## src/include/gwec_consts.vh

```
// gwec_consts.vh: register offsets, field positions, reset values and timing counts
// assumes: included by the wake event counter, 125 MHz clock, 32-bit apb
`ifndef GWEC_CONSTS_VH
`define GWEC_CONSTS_VH

`define GWEC_PINS 24
`define GWEC_CNT_W 8
`define GWEC_CLK_HZ 125000000
`define GWEC_TICK_MS 1
`define GWEC_TICK_CYC ((`GWEC_CLK_HZ / 1000) * `GWEC_TICK_MS)

`define GWEC_OFF_CTRL 12'h000
`define GWEC_OFF_SEL 12'h004
`define GWEC_OFF_POL 12'h008
`define GWEC_OFF_THR 12'h00c
`define GWEC_OFF_IRQ_CLR 12'h010
`define GWEC_OFF_CNT_CLR 12'h014
`define GWEC_OFF_CNT 12'h018
`define GWEC_OFF_STAT 12'h01c
`define GWEC_OFF_MASK 12'h020

`define GWEC_CTRL_DEB_LSB 0
`define GWEC_CTRL_DEB_MSB 5
`define GWEC_CTRL_IRQ_EN 6
`define GWEC_CTRL_RST 7'h00
`define GWEC_SEL_RST 24'h000000
`define GWEC_POL_RST 24'h000000
`define GWEC_THR_RST 8'h00
`define GWEC_MASK_RST 2'h0

`define GWEC_ST_MATCH 0
`define GWEC_ST_EDGE 1

`endif

```

## src/rtl/gwec_wake_counter.v

```verilog
// gwec_wake_counter.v: gpio wake event counter with apb register slave
// assumes: pins synchronous to clk_in, 125 MHz clock, synchronous active-high reset
// Function
// per-pin select makes pin an event source
// all pins selected, any pin can wake
// per-pin polarity picks active edge
// polarity 0: rising edge raises key hit
// polarity 1: falling edge raises key hit
// active edge loads debounce, decrement per millisecond
// count only if key hit at zero
// debounce spans 0 to 63 ms
// wait opposite edge before idle again
// threshold match clears counter, raises irq
// any write to irq clear clears irq; here a threshold match with irq enable in the same cycle keeps wake_irq set
// any write to counter clear zeroes counter; here a same-cycle counted event below threshold steps it instead
// counter readable anytime without disturbing counting
// wake chip after programmed event count; here wake_out follows wake_irq, so it rises only with the irq enable bit set
//
// The APB slave port and the address map were left to the implementer.
`timescale 1ns/1ps
`include "gwec_consts.vh"

module gwec_wake_counter (
	input wire clk_in,
	input wire sys_rst_in,
	input wire clk_en_in,
	input wire [`GWEC_PINS-1:0] gpio_in,
	input wire psel_in,
	input wire penable_in,
	input wire pwrite_in,
	input wire [11:0] paddr_in,
	input wire [31:0] pwdata_in,
	output wire pready_out,
	output wire pslverr_out,
	output reg [31:0] prdata_out,
	output wire irq_out,
	output wire wake_out
);
	localparam ST_IDLE = 2'd0;
	localparam ST_DEB = 2'd1;
	localparam ST_WAIT_REL = 2'd2;
	localparam TICK_W = 17;
	// last prescaler count, compared through a part-select so widths match on purpose
	localparam integer TICK_LAST = `GWEC_TICK_CYC - 1;

	reg [6:0] wake_control;
	reg [`GWEC_PINS-1:0] wake_source_select;
	reg [`GWEC_PINS-1:0] wake_edge_polarity;
	reg [`GWEC_CNT_W-1:0] event_count_threshold;
	reg [`GWEC_CNT_W-1:0] event_count_value;
	reg [1:0] irq_status;
	reg [1:0] irq_mask;
	reg wake_irq;
	reg [`GWEC_PINS-1:0] gpio_prev;
	reg [1:0] state;
	reg [5:0] deb_cnt;
	reg [TICK_W-1:0] tick_cnt;
	reg [31:0] next_rdata;

	function addr_hit;
		input [11:0] a;
		input [11:0] off;
		begin
			addr_hit = (a == off);
		end
	endfunction

	wire access = psel_in & penable_in;
	wire wr = access & pwrite_in;
	wire known = addr_hit(paddr_in, `GWEC_OFF_CTRL) | addr_hit(paddr_in, `GWEC_OFF_SEL) |
		addr_hit(paddr_in, `GWEC_OFF_POL) | addr_hit(paddr_in, `GWEC_OFF_THR) |
		addr_hit(paddr_in, `GWEC_OFF_IRQ_CLR) | addr_hit(paddr_in, `GWEC_OFF_CNT_CLR) |
		addr_hit(paddr_in, `GWEC_OFF_CNT) | addr_hit(paddr_in, `GWEC_OFF_STAT) |
		addr_hit(paddr_in, `GWEC_OFF_MASK);
	// zero wait states, single cycle access phase
	assign pready_out = 1'b1;
	assign pslverr_out = access & ~known;

	// active level per pin: polarity inverts the raw pin
	wire [`GWEC_PINS-1:0] act_now = gpio_in ^ wake_edge_polarity;
	wire [`GWEC_PINS-1:0] act_prev = gpio_prev ^ wake_edge_polarity;
	// rising edge of the active level covers both polarities
	wire [`GWEC_PINS-1:0] act_edge = act_now & ~act_prev & wake_source_select;
	wire any_edge = |act_edge;
	// key hit: some selected pin sits at its active level
	wire key_hit = |(act_now & wake_source_select);
	wire tick = (tick_cnt == TICK_LAST[TICK_W-1:0]);
	wire [5:0] deb_reload = wake_control[`GWEC_CTRL_DEB_MSB:`GWEC_CTRL_DEB_LSB];
	wire count_ok = (state == ST_DEB) && (deb_cnt == 6'h00) && key_hit;
	wire [`GWEC_CNT_W-1:0] inc_val = event_count_value + 8'h01;
	wire match = count_ok && (inc_val == event_count_threshold);
	wire irq_clr_wr = wr & addr_hit(paddr_in, `GWEC_OFF_IRQ_CLR);
	wire cnt_clr_wr = wr & addr_hit(paddr_in, `GWEC_OFF_CNT_CLR);

	assign irq_out = |(irq_status & irq_mask);
	assign wake_out = wake_irq;

	always @(posedge clk_in) begin
		if (sys_rst_in) begin
			tick_cnt <= {TICK_W{1'b0}};
			gpio_prev <= {`GWEC_PINS{1'b0}};
		end else if (clk_en_in) begin
			// free-running millisecond prescaler
			tick_cnt <= tick ? {TICK_W{1'b0}} : tick_cnt + 17'd1;
			gpio_prev <= gpio_in;
		end
	end

	always @(posedge clk_in) begin
		if (sys_rst_in) begin
			state <= ST_IDLE;
			deb_cnt <= 6'h00;
		end else if (clk_en_in) begin
			case (state)
			ST_IDLE: begin
				if (any_edge) begin
					deb_cnt <= deb_reload;
					state <= ST_DEB;
				end
			end
			ST_DEB: begin
				if (deb_cnt == 6'h00) begin
					// bounce back to idle: edge dropped, not counted
					state <= key_hit ? ST_WAIT_REL : ST_IDLE;
				end else if (tick) begin
					deb_cnt <= deb_cnt - 6'h01;
				end
			end
			ST_WAIT_REL: begin
				if (!key_hit)
					state <= ST_IDLE;
			end
			default: state <= ST_IDLE;
			endcase
		end
	end

	always @(posedge clk_in) begin
		if (sys_rst_in) begin
			wake_control <= `GWEC_CTRL_RST;
			wake_source_select <= `GWEC_SEL_RST;
			wake_edge_polarity <= `GWEC_POL_RST;
			event_count_threshold <= `GWEC_THR_RST;
			irq_mask <= `GWEC_MASK_RST;
			event_count_value <= {`GWEC_CNT_W{1'b0}};
			wake_irq <= 1'b0;
			irq_status <= 2'h0;
		end else if (clk_en_in) begin
			if (wr && addr_hit(paddr_in, `GWEC_OFF_CTRL))
				wake_control <= pwdata_in[6:0];
			if (wr && addr_hit(paddr_in, `GWEC_OFF_SEL))
				wake_source_select <= pwdata_in[`GWEC_PINS-1:0];
			if (wr && addr_hit(paddr_in, `GWEC_OFF_POL))
				wake_edge_polarity <= pwdata_in[`GWEC_PINS-1:0];
			if (wr && addr_hit(paddr_in, `GWEC_OFF_THR))
				event_count_threshold <= pwdata_in[`GWEC_CNT_W-1:0];
			if (wr && addr_hit(paddr_in, `GWEC_OFF_MASK))
				irq_mask <= pwdata_in[1:0];
			// a counted event in the clear cycle wins: the count steps, or zeroes on a match, and the clear is dropped
			if (match)
				event_count_value <= {`GWEC_CNT_W{1'b0}};
			else if (count_ok)
				event_count_value <= inc_val;
			else if (cnt_clr_wr)
				event_count_value <= {`GWEC_CNT_W{1'b0}};
			// set beats clear on the same cycle
			if (match && wake_control[`GWEC_CTRL_IRQ_EN])
				wake_irq <= 1'b1;
			else if (irq_clr_wr)
				wake_irq <= 1'b0;
			irq_status <= (irq_status &
				~((wr && addr_hit(paddr_in, `GWEC_OFF_STAT)) ? pwdata_in[1:0] : 2'h0)) |
				{count_ok, match};
		end
	end

	// reads have no side effect on counting
	always @* begin
		next_rdata = 32'h00000000;
		case (1'b1)
		addr_hit(paddr_in, `GWEC_OFF_CTRL): next_rdata[6:0] = wake_control;
		addr_hit(paddr_in, `GWEC_OFF_SEL): next_rdata[`GWEC_PINS-1:0] = wake_source_select;
		addr_hit(paddr_in, `GWEC_OFF_POL): next_rdata[`GWEC_PINS-1:0] = wake_edge_polarity;
		addr_hit(paddr_in, `GWEC_OFF_THR): next_rdata[7:0] = event_count_threshold;
		addr_hit(paddr_in, `GWEC_OFF_CNT): next_rdata[7:0] = event_count_value;
		addr_hit(paddr_in, `GWEC_OFF_STAT): next_rdata[2:0] = {wake_irq, irq_status};
		addr_hit(paddr_in, `GWEC_OFF_MASK): next_rdata[1:0] = irq_mask;
		default: next_rdata = 32'h00000000;
		endcase
	end

	// data registered in setup cycle, valid during access phase
	always @(posedge clk_in) begin
		if (sys_rst_in)
			prdata_out <= 32'h00000000;
		else if (clk_en_in && psel_in && !penable_in && !pwrite_in)
			prdata_out <= next_rdata;
	end
endmodule

```

## config.mk

```make
export PLATFORM = sky130hd
export DESIGN_NAME = gwec_wake_counter
export DESIGN_NICKNAME = d
export VERILOG_FILES = /design/src/rtl/gwec_wake_counter.v
export VERILOG_INCLUDE_DIRS = /design/src /design/src/include
export SDC_FILE = /design/constraint.sdc
export NUM_CORES = 1
export LEC_CHECK = 0
export BUFFER_PORTS_ARGS = -buffer_cell sky130_fd_sc_hd__buf_2
export CAP_MARGIN = 10
export CELL_PAD_IN_SITES_DETAIL_PLACEMENT = 1
export CELL_PAD_IN_SITES_GLOBAL_PLACEMENT = 2
export CORE_MARGIN = 8
export CORE_UTILIZATION = 35
export CTS_BUF_LIST = sky130_fd_sc_hd__clkbuf_8
export CTS_CLUSTER_SIZE = 40
export DETAILED_ROUTE_END_ITERATION = 10
export PLACE_DENSITY_LB_ADDON = 0.3
export SLEW_MARGIN = 20
export SYNTH_ARGS = -nofsm -noshare
export SYNTH_HDL_FRONTEND = slang
export SYNTH_SLANG_ARGS = --single-unit
```

## constraint.sdc

```tcl
create_clock -name clk_in -period 4.3 [get_ports clk_in]
set_clock_uncertainty 0.2 [all_clocks]
set_input_delay 1.29 -clock clk_in [delete_from_list [all_inputs] [get_ports clk_in]]
set_output_delay 1.29 -clock clk_in [all_outputs]
set_load 0.005 [all_outputs]
```

**Word level (Yosys, flattened, before mapping)**

Cells that the tools add are included.

- Add/subtract/negate cells: 3
- Equal/unequal tests: 17
- Muxes and demuxes: 42
- Bitwise logic cells: 24
- Reduce and logical (&&, ||, !) cells: 33

Operators with widths:

| cell | number |
|---|---|
| 24-bit bitwise AND | 3 |
| 12-bit by 5-bit equality test with 1-bit output (second input constant) | 4 |
| 16-bit 2-to-1 mux | 3 |
| 24-bit OR reduction | 2 |
| 24-bit bitwise XOR | 2 |
| 12-bit by 4-bit equality test with 1-bit output (second input constant) | 2 |
| 2-bit 2-to-1 mux | 12 |
| 8-bit 2-to-1 mux | 3 |
| 24-bit inverter | 1 |
| 4-bit 2-to-1 mux | 5 |
| 6-bit 2-to-1 mux | 3 |
| 17-bit by 1-bit adder with 17-bit output (second input constant) | 1 |
| 17-bit equality test (second input constant) | 1 |
| 17-bit 2-to-1 mux | 1 |
| 2-bit AND reduction | 7 |
| 1-bit logical AND | 13 |
| 1-bit 2-to-1 mux | 13 |
| 12-bit by 3-bit equality test with 1-bit output (second input constant) | 1 |
| 12-bit by 6-bit equality test with 1-bit output (second input constant) | 1 |
| 12-bit logical NOT | 1 |
| 6-bit case mux with 2 select lines | 1 |
| 8-bit by 1-bit adder with 8-bit output (second input constant) | 1 |
| 8-bit equality test | 1 |
| 2-bit != test (second input constant) | 4 |
| other kinds (19) | 33 |

- Register bits: 149
- Input bits: 74
- Output and inout port bits: 36
- Logic and storage cells: 132

**Logic depth before layout (Yosys ltp)**

Gate-level depths: netlist (run 1).

- Word-level depth: 11
- Mapped depth: 8
- Gate-level depth less buffers: 8

**Least setup slack after synthesis (run 1)**

No wires, ideal clock.

- Path type: input port to output port
- From: input paddr_in[9]
- To: output pslverr_out
- Arrival: 2.427 ns
- Data required time: 2.810 ns
- Setup slack: 0.383 ns
- Cell stages on the path: 5
- Buffers on the path: 1
- Cell sequence: or4_4 or2_1 buf_6 o211ai_1 a31oi_1

- Word-level cells in the longest chain between the ends: 11
- Elaborated cells between the ends (all ways): 19
- Those cells by class: 8 x eq/ne; 10 x bitwise; 1 x reduce/logical

RTL lines:

| element | line | source |
|---|---|---|
| from (decl) | gwec_wake_counter.v:31 | `input wire [11:0] paddr_in,` |
| 12-bit by 3-bit equality test with 1-bit output / 12-bit logical NOT (equally long branches) | gwec_wake_counter.v:64 | `addr_hit = (a == off);` |
| 1-bit OR (7 in a row) | gwec_wake_counter.v:70 | `` wire known = addr_hit(paddr_in, `GWEC_OFF_CTRL) \| addr_hit(paddr_in, `GWEC_OFF_SEL) \| `` |
| 1-bit OR (*) | gwec_wake_counter.v:70 |  |
| 1-bit inverter (*) | gwec_wake_counter.v:77 | `assign pslverr_out = access & ~known;` |
| 1-bit bitwise AND (*) | gwec_wake_counter.v:77 |  |
| to (decl) | gwec_wake_counter.v:34 | `output wire pslverr_out,` |

Mark *: on every way between the ends. The rest lies on a longest branch, timed or not.

**Final worst setup path (run 1)**

Ends and elaborated chain as after synthesis.

==> run summary, run 1 <==
status - finished clean
power density over cell area - 332.9 nW/um^2
clk sinks - 149
number of fillers in the final layout - 2534
CP peak stage delay - 0.56 ns
DRC violations left - 0
placed cell area - 8249 um^2
min cycle time layout - 4.068 ns
ANT nets after route - 0
# resized after CTS - 0
cell family with most CP delay - simple AND/OR/NAND/NOR gates
final cell count without fillers - 1284
Period Utilization, post-route - 0.9460
synth warn - 0
Ports - 110
Std-Cell Rows - 53
Critical Path Slowest Stage Cell - or4_4
final net count - 1074
WP buf/inv - 2
total track usage - 0.1951
RSZ-0062 raised after global routing - false
Yosys top cell by area - dfxtp_1
vias in the first global route - 7139
die height - 162.2 um
share of cells above drive strength 1 - 0.1665
CP required - 2.81 ns
total CTS buffers - 17
critical path's most frequent cell - buf_2
Reg2Reg Depth - 8
FF+latch count, synth - 149
Synth Area per Inst - 8.126 um^2
r2r startpoint - event_count_value[0]
first drt pass iteration count - 4
Die W - 162.2 um
Port Buf Inserts - 92
Core ar. - 21020 um^2
Crit Path Max Fanout - 4
post-CTS setup buffer count - 0
Hold/Removal Path Class - register to register
final WL - 25410 um
post-layout util - 0.4149
DP Wirelength - 17980 um
EDFF count, synth - 0
Clk Latency, worst-skew pair - 0.46 ns
Main synth FF type - dfxtp_1
H-tree Lvls - 4
WHS - 0.2758 ns
Worst Max-Slew Pin Slew - 0.9712 ns
path type of the worst setup path - input pin to output pin
Starting Density - 0.3556
Synth area leaders - dfxtp_1 (40%), nand2_1 (7.5%), mux2i_1 (5.5%)
crit path to - pslverr_out
CP Cell Sequence - buf_2 > or4_4 > or2_1 > o211ai_1 > a31oi_1 > buf_2
vias per inst - 5.447
LEAKAGE - 3.369 nW
Gate Count Post-Synth - 920
Crit path arrival time - 2.58 ns
CP startpoint - paddr_in[9]
full die area - 26290 um^2
Multi-input gate area - 4208 um^2
R2R Path End - event_count_value[1]
Design Area, Final - 8722 um^2
Sum Neg Setup Slack - 0 ns
wire length per cell - 19.79 um
first-pass GRT wire length - 40270 um
Worst Setup End Kind - output pin
drt initial violations - 394
Final Wtd Congestion - 0.7964
Slew headroom - 0.3525
initial antenna violation count - 2
maximum vdd ir drop - 0.1696 mV
post-synthesis sequential area ratio - 0.3990
fin. max-slew vios - 0
Max Buffers Root-to-Sink - 2
FMAX - 245.8 MHz
max_cap viols - 0
synthesized area - 7476 um^2
distinct cell type count after synthesis - 69
placed insts - 1252
Clock transition at path regs - 0.08 ns
CP Launch Type - input pin
Root Driver - clkbuf_8
Sequential Area - 2983 um^2
FFs w/ async S/R, synth - 0
final setup vio count - 0
endpoints failing hold - 0
Area growth syn-to-layout - 16.67%
CTS tree - done
Levels on crit path - 6
n_diodes - 0
CTS Hold Bufs - 0
Yosys top cell area share - 0.3990
residual overflow from global routing - 0
reg-to-reg slack, setup - 1.46 ns
largest net degree at the start of global routing - 96
total number of vias - 6994
## layout make-up
cell class | instances | share of cell area
timing repair buffer | 116 | 0.07804
tap | 275 | 0.03945
clock inverter | 14 | 0.02582
inverter | 9 | 0.003873
clock buffer | 18 | 0.02840
sequential | 149 | 0.3420
multi-input combinational | 703 | 0.4824
## per-layer routing
layer,global-route usage,share of wire
met5,0,0.0010
met4,0.05261,0.0094
met3,0.03721,0.039
met2,0.3285,0.49
met1,0.2502,0.47
## flip-flops by register name (all words and copies together), names as in the netlist
register	count
deb_cnt	6
event_count_threshold	8
event_count_value	8
gpio_prev	24
irq_mask	2
irq_status	2
prdata_out	24
state	2
tick_cnt	17
wake_control	7
wake_edge_polarity	24
wake_out	1
wake_source_select	24
## cell usage in the layout, fill, tap and decap left out, drive strengths merged, types with 12 or more instances in the layout
cell,n
and3b,14
mux2i,41
xor2,40
a21oi,76
nand3,18
a22oi,21
buf,116
nor3,31
o21ai,31
nor3b,14
nor2,101
a221oi,16
clkbuf,18
nor4,12
nand4,17
dfxtp,149
nand2,150
## stage by stage
step | total power [mW] | setup slack (ns)
after floorplan | 1.550 | 0.3829
after global routing | 3.021 | 0.1880
final | 2.904 | 0.2321
after CTS | 2.941 | 0.2216
after global placement | 1.633 | 0.2511
after detailed placement | 1.637 | 0.2214
## worst reg2reg max path: stages (launching register included)
cell	delay [ns]
dfxtp_1	0.55
ha_1	0.31
nand3_1	0.20
nor2_1	0.22
xor2_1	0.19
mux2i_1	0.11
and3_1	0.26
or4b_2	0.64
o21ai_0	0.09
## Yosys cell counts, drive strengths merged (3+ instances only)
cell / n
nor4: 12
a22oi: 21
dfxtp: 149
a21oi: 76
o21ai: 31
nor2: 101
a311oi: 6
nor4bb: 5
and4: 3
or4: 5
nor3: 31
xor2: 40
or2: 7
nor3b: 14
nand4b: 6
clkbuf: 46
or3: 5
a22o: 4
nand2: 150
mux2i: 41
a221oi: 16
buf: 20
nand3: 18
and4b: 3
inv: 9
and3b: 14
ha: 4
nand4: 17
nand2b: 10
xnor2: 10
a31oi: 5
and3: 4
## cell families after synthesis
kind of cell,share of synthesized area
and+or+nand+nor,0.2792
AOI/OAI and AO/OA,0.1560
DFF,0.3990
buffers and inverters,0.04468
xor gates and xnor gates,0.05858
muxes,0.05489
adders and majority gates,0.006695
other,0.001005
## power breakdown
group | internal [mW] | total (mW) | switching (mW)
logic | 0.0736 | 0.188 | 0.114
registers | 1.40 | 1.42 | 0.0152
clock network | 0.714 | 1.30 | 0.585
total | 2.19 | 2.90 | 0.714
## worst min path at each step
stage | startpoint | endpoint | depth (start not counted)
floorplan | irq_status[1] | irq_status[1] | 2
global placement | wake_control[0] | wake_control[0] | 2
detailed placement | wake_control[2] | wake_control[2] | 2
CTS | wake_control[2] | wake_control[2] | 2
global route | wake_control[0] | wake_control[0] | 2
finish | wake_control[2] | wake_control[2] | 2
(Power assumes the default switching activity.)
==> run 2, diff against run 1 <==
--- a/config.mk
+++ b/config.mk
@@ -16,6 +16,7 @@
 export CTS_CLUSTER_SIZE = 40
 export DETAILED_ROUTE_END_ITERATION = 10
 export PLACE_DENSITY_LB_ADDON = 0.3
+export REMOVE_ABC_BUFFERS = 1
 export SLEW_MARGIN = 20
 export SYNTH_ARGS = -nofsm -noshare
 export SYNTH_HDL_FRONTEND = slang
==> run summary, run 2 (synthesized netlist as in run 1, its figures left out) <==
max_cap viols - 0 (unchanged)
placed cell area - 8234 um^2 (-0.18%)
final setup vio count - 0 (unchanged)
fin. max-slew vios - 0 (unchanged)
initial antenna violation count - 1 (-1)
number of fillers in the final layout - 2566 (+1.3%)
min cycle time layout - 4.102 ns (+0.03420 ns)
CTS tree - done
vias per inst - 5.370 (-1.4%)
power density over cell area - 312.6 nW/um^2 (-6.1%)
final cell count without fillers - 1281 (-0.23%)
CTS Hold Bufs - 0 (unchanged)
Std-Cell Rows - 53 (unchanged)
most common cell after layout, fill and taps aside - nand2_1
Slew headroom - 0.6195 (+0.2670)
n_diodes - 0 (unchanged)
DRC violations left - 0 (unchanged)
Crit path arrival time - 2.61 ns (+0.03 ns)
Internal - 1.971 mW (-10%)
FMAX - 243.8 MHz (-0.83%)
endpoints failing hold - 0 (unchanged)
Ports - 110 (unchanged)
Flop pwr share - 0.526 (+0.038)
Core ar. - 21020 um^2 (unchanged)
CP required - 2.81 ns (about the same)
drt initial violations - 337 (-14%)
largest net degree at the start of global routing - 94 (-2.1%)
Reg2Reg Depth - 8 (unchanged)
vias in the first global route - 7166 (+0.38%)
Worst Setup End Kind - output pin
ANT nets after route - 0 (unchanged)
final WL - 24730 um (-2.7%)
# resized after CTS - 0 (unchanged)
Critical Path Slowest Stage Cell - or4_4
Max Buffers Root-to-Sink - 2 (unchanged)
Hold/Removal Path Class - register to register
setup ws final - 0.1979 ns (-0.03420 ns)
Design Area, Final - 8616 um^2 (-1.2%)
CP Launch Type - input pin
first drt pass iteration count - 4 (unchanged)
total track usage - 0.1918 (-0.003296)
power share of the clock group - 0.405 (-0.042)
post-CTS setup buffer count - 0 (unchanged)
Net Sw Power - 722.3 uW (+1.1%)
status - finished clean
Starting Density - 0.3556 (unchanged)
first-pass GRT wire length - 39920 um (-0.87%)
DP Wirelength - 17400 um (-3.2%)
Sum Neg Setup Slack - 0 ns (unchanged)
Period Utilization, post-route - 0.9540 (+0.007954)
clk sinks - 149 (unchanged)
Root Driver - clkbuf_8
die height - 162.2 um (unchanged)
Worst Max-Slew Pin Slew - 0.5663 ns (-0.4049 ns)
critical path's most frequent cell - buf_2
maximum vdd ir drop - 0.1896 mV (+12%)
Area growth syn-to-layout - 15.25%
hold-critical path depth - 2 (unchanged)
residual overflow from global routing - 0 (unchanged)
Net Sw Frac - 0.2682 (+0.02215)
Port Buf Inserts - 92 (unchanged)
Crit Path Max Fanout - 4 (unchanged)
share of cells above drive strength 1 - 0.1640 (-0.002486)
Clk Latency, worst-skew pair - 0.47 ns (about the same)
CP Cell Sequence - buf_2 > or4_4 > or2_1 > o211ai_1 > a31oi_1 > buf_2
commonest non-fill, non-tap cells in the layout - nand2_1 (150), dfxtp_1 (149), nor2_1 (101)
full die area - 26290 um^2 (unchanged)
CP peak stage delay - 0.56 ns (about the same)
total number of vias - 6879 (-1.6%)
LEAKAGE - 3.319 nW (-1.5%)
Final Wtd Congestion - 0.7804 (-2.0%)
Die W - 162.2 um (unchanged)
total CTS buffers - 17 (unchanged)
final net count - 1072 (-0.19%)
placed insts - 1250 (-0.16%)
Post-Place Worst Slack - 0.1952 ns (-0.02624 ns)
combinational power share - 0.069 (+0.004)
path type of the worst setup path - input pin to output pin
wire length per cell - 19.30 um (-2.4%)
Clock transition at path regs - 0.08 ns (about the same)
H-tree Lvls - 4 (unchanged)
RSZ-0062 raised after global routing - false
reg-to-reg slack, setup - 1.42 ns (-0.04 ns)
run 2: final cells by class:
cell class,instances,area [um^2],area share
Multi-Input combinational cell,703,4208,0.4884
Tap cell,275,344.1,0.03994
Clock buffer,19,261.5,0.03035
Timing Repair Buffer,114,665.6,0.07726
Inverter,9,33.78,0.003921
Clock inverter,12,120.1,0.01394
Sequential cell,149,2983,0.3462
run 2: worst max-delay path, delay by kind of cell:
kind,cells,cell delay [ns]
AOI/OAI and AO/OA,2,0.25
buffers and inverters,2,0.23
and+or+nand+nor,2,0.83
run 2: layer usage:
metal,GRT usage,wire length [um],vias up
met5,0,15,-
met2,0.3142,11820,130
li1,-,-,3399
met4,0.06061,394,2
met3,0.04657,1218,29
met1,0.2436,11280,3319
run 2: worst paths after layout:
kind,startpoint,to
setup reg to reg,event_count_value[0],event_count_value[1]
hold reg to reg,wake_control[3],wake_control[3]
setup / recovery,paddr_in[9],pslverr_out
hold / removal,wake_control[3],wake_control[3]
run 2: power groups by stage:
stage          clock, mW  combinational, mW  sequential, mW
2_1_floorplan          0             0.0709            1.45
3_3_place_gp           0              0.184            1.45
3_5_place_dp           0              0.187            1.45
4_1_cts             1.12              0.188            1.42
5_1_grt             1.18              0.206            1.42
6_report            1.09              0.185            1.42
run 2: through the flow:
| stage | util | total power, mW | hold slack, ns |
|---|---|---|---|
| floorplan | - | 1.517 | 0.2387 |
| global placement | 0.3917 | 1.631 | 0.2636 |
| detailed placement | 0.3917 | 1.636 | 0.2802 |
| CTS | 0.4099 | 2.725 | 0.2936 |
| global route | 0.4099 | 2.807 | 0.3170 |
| finish | 0.4099 | 2.693 | 0.2929 |
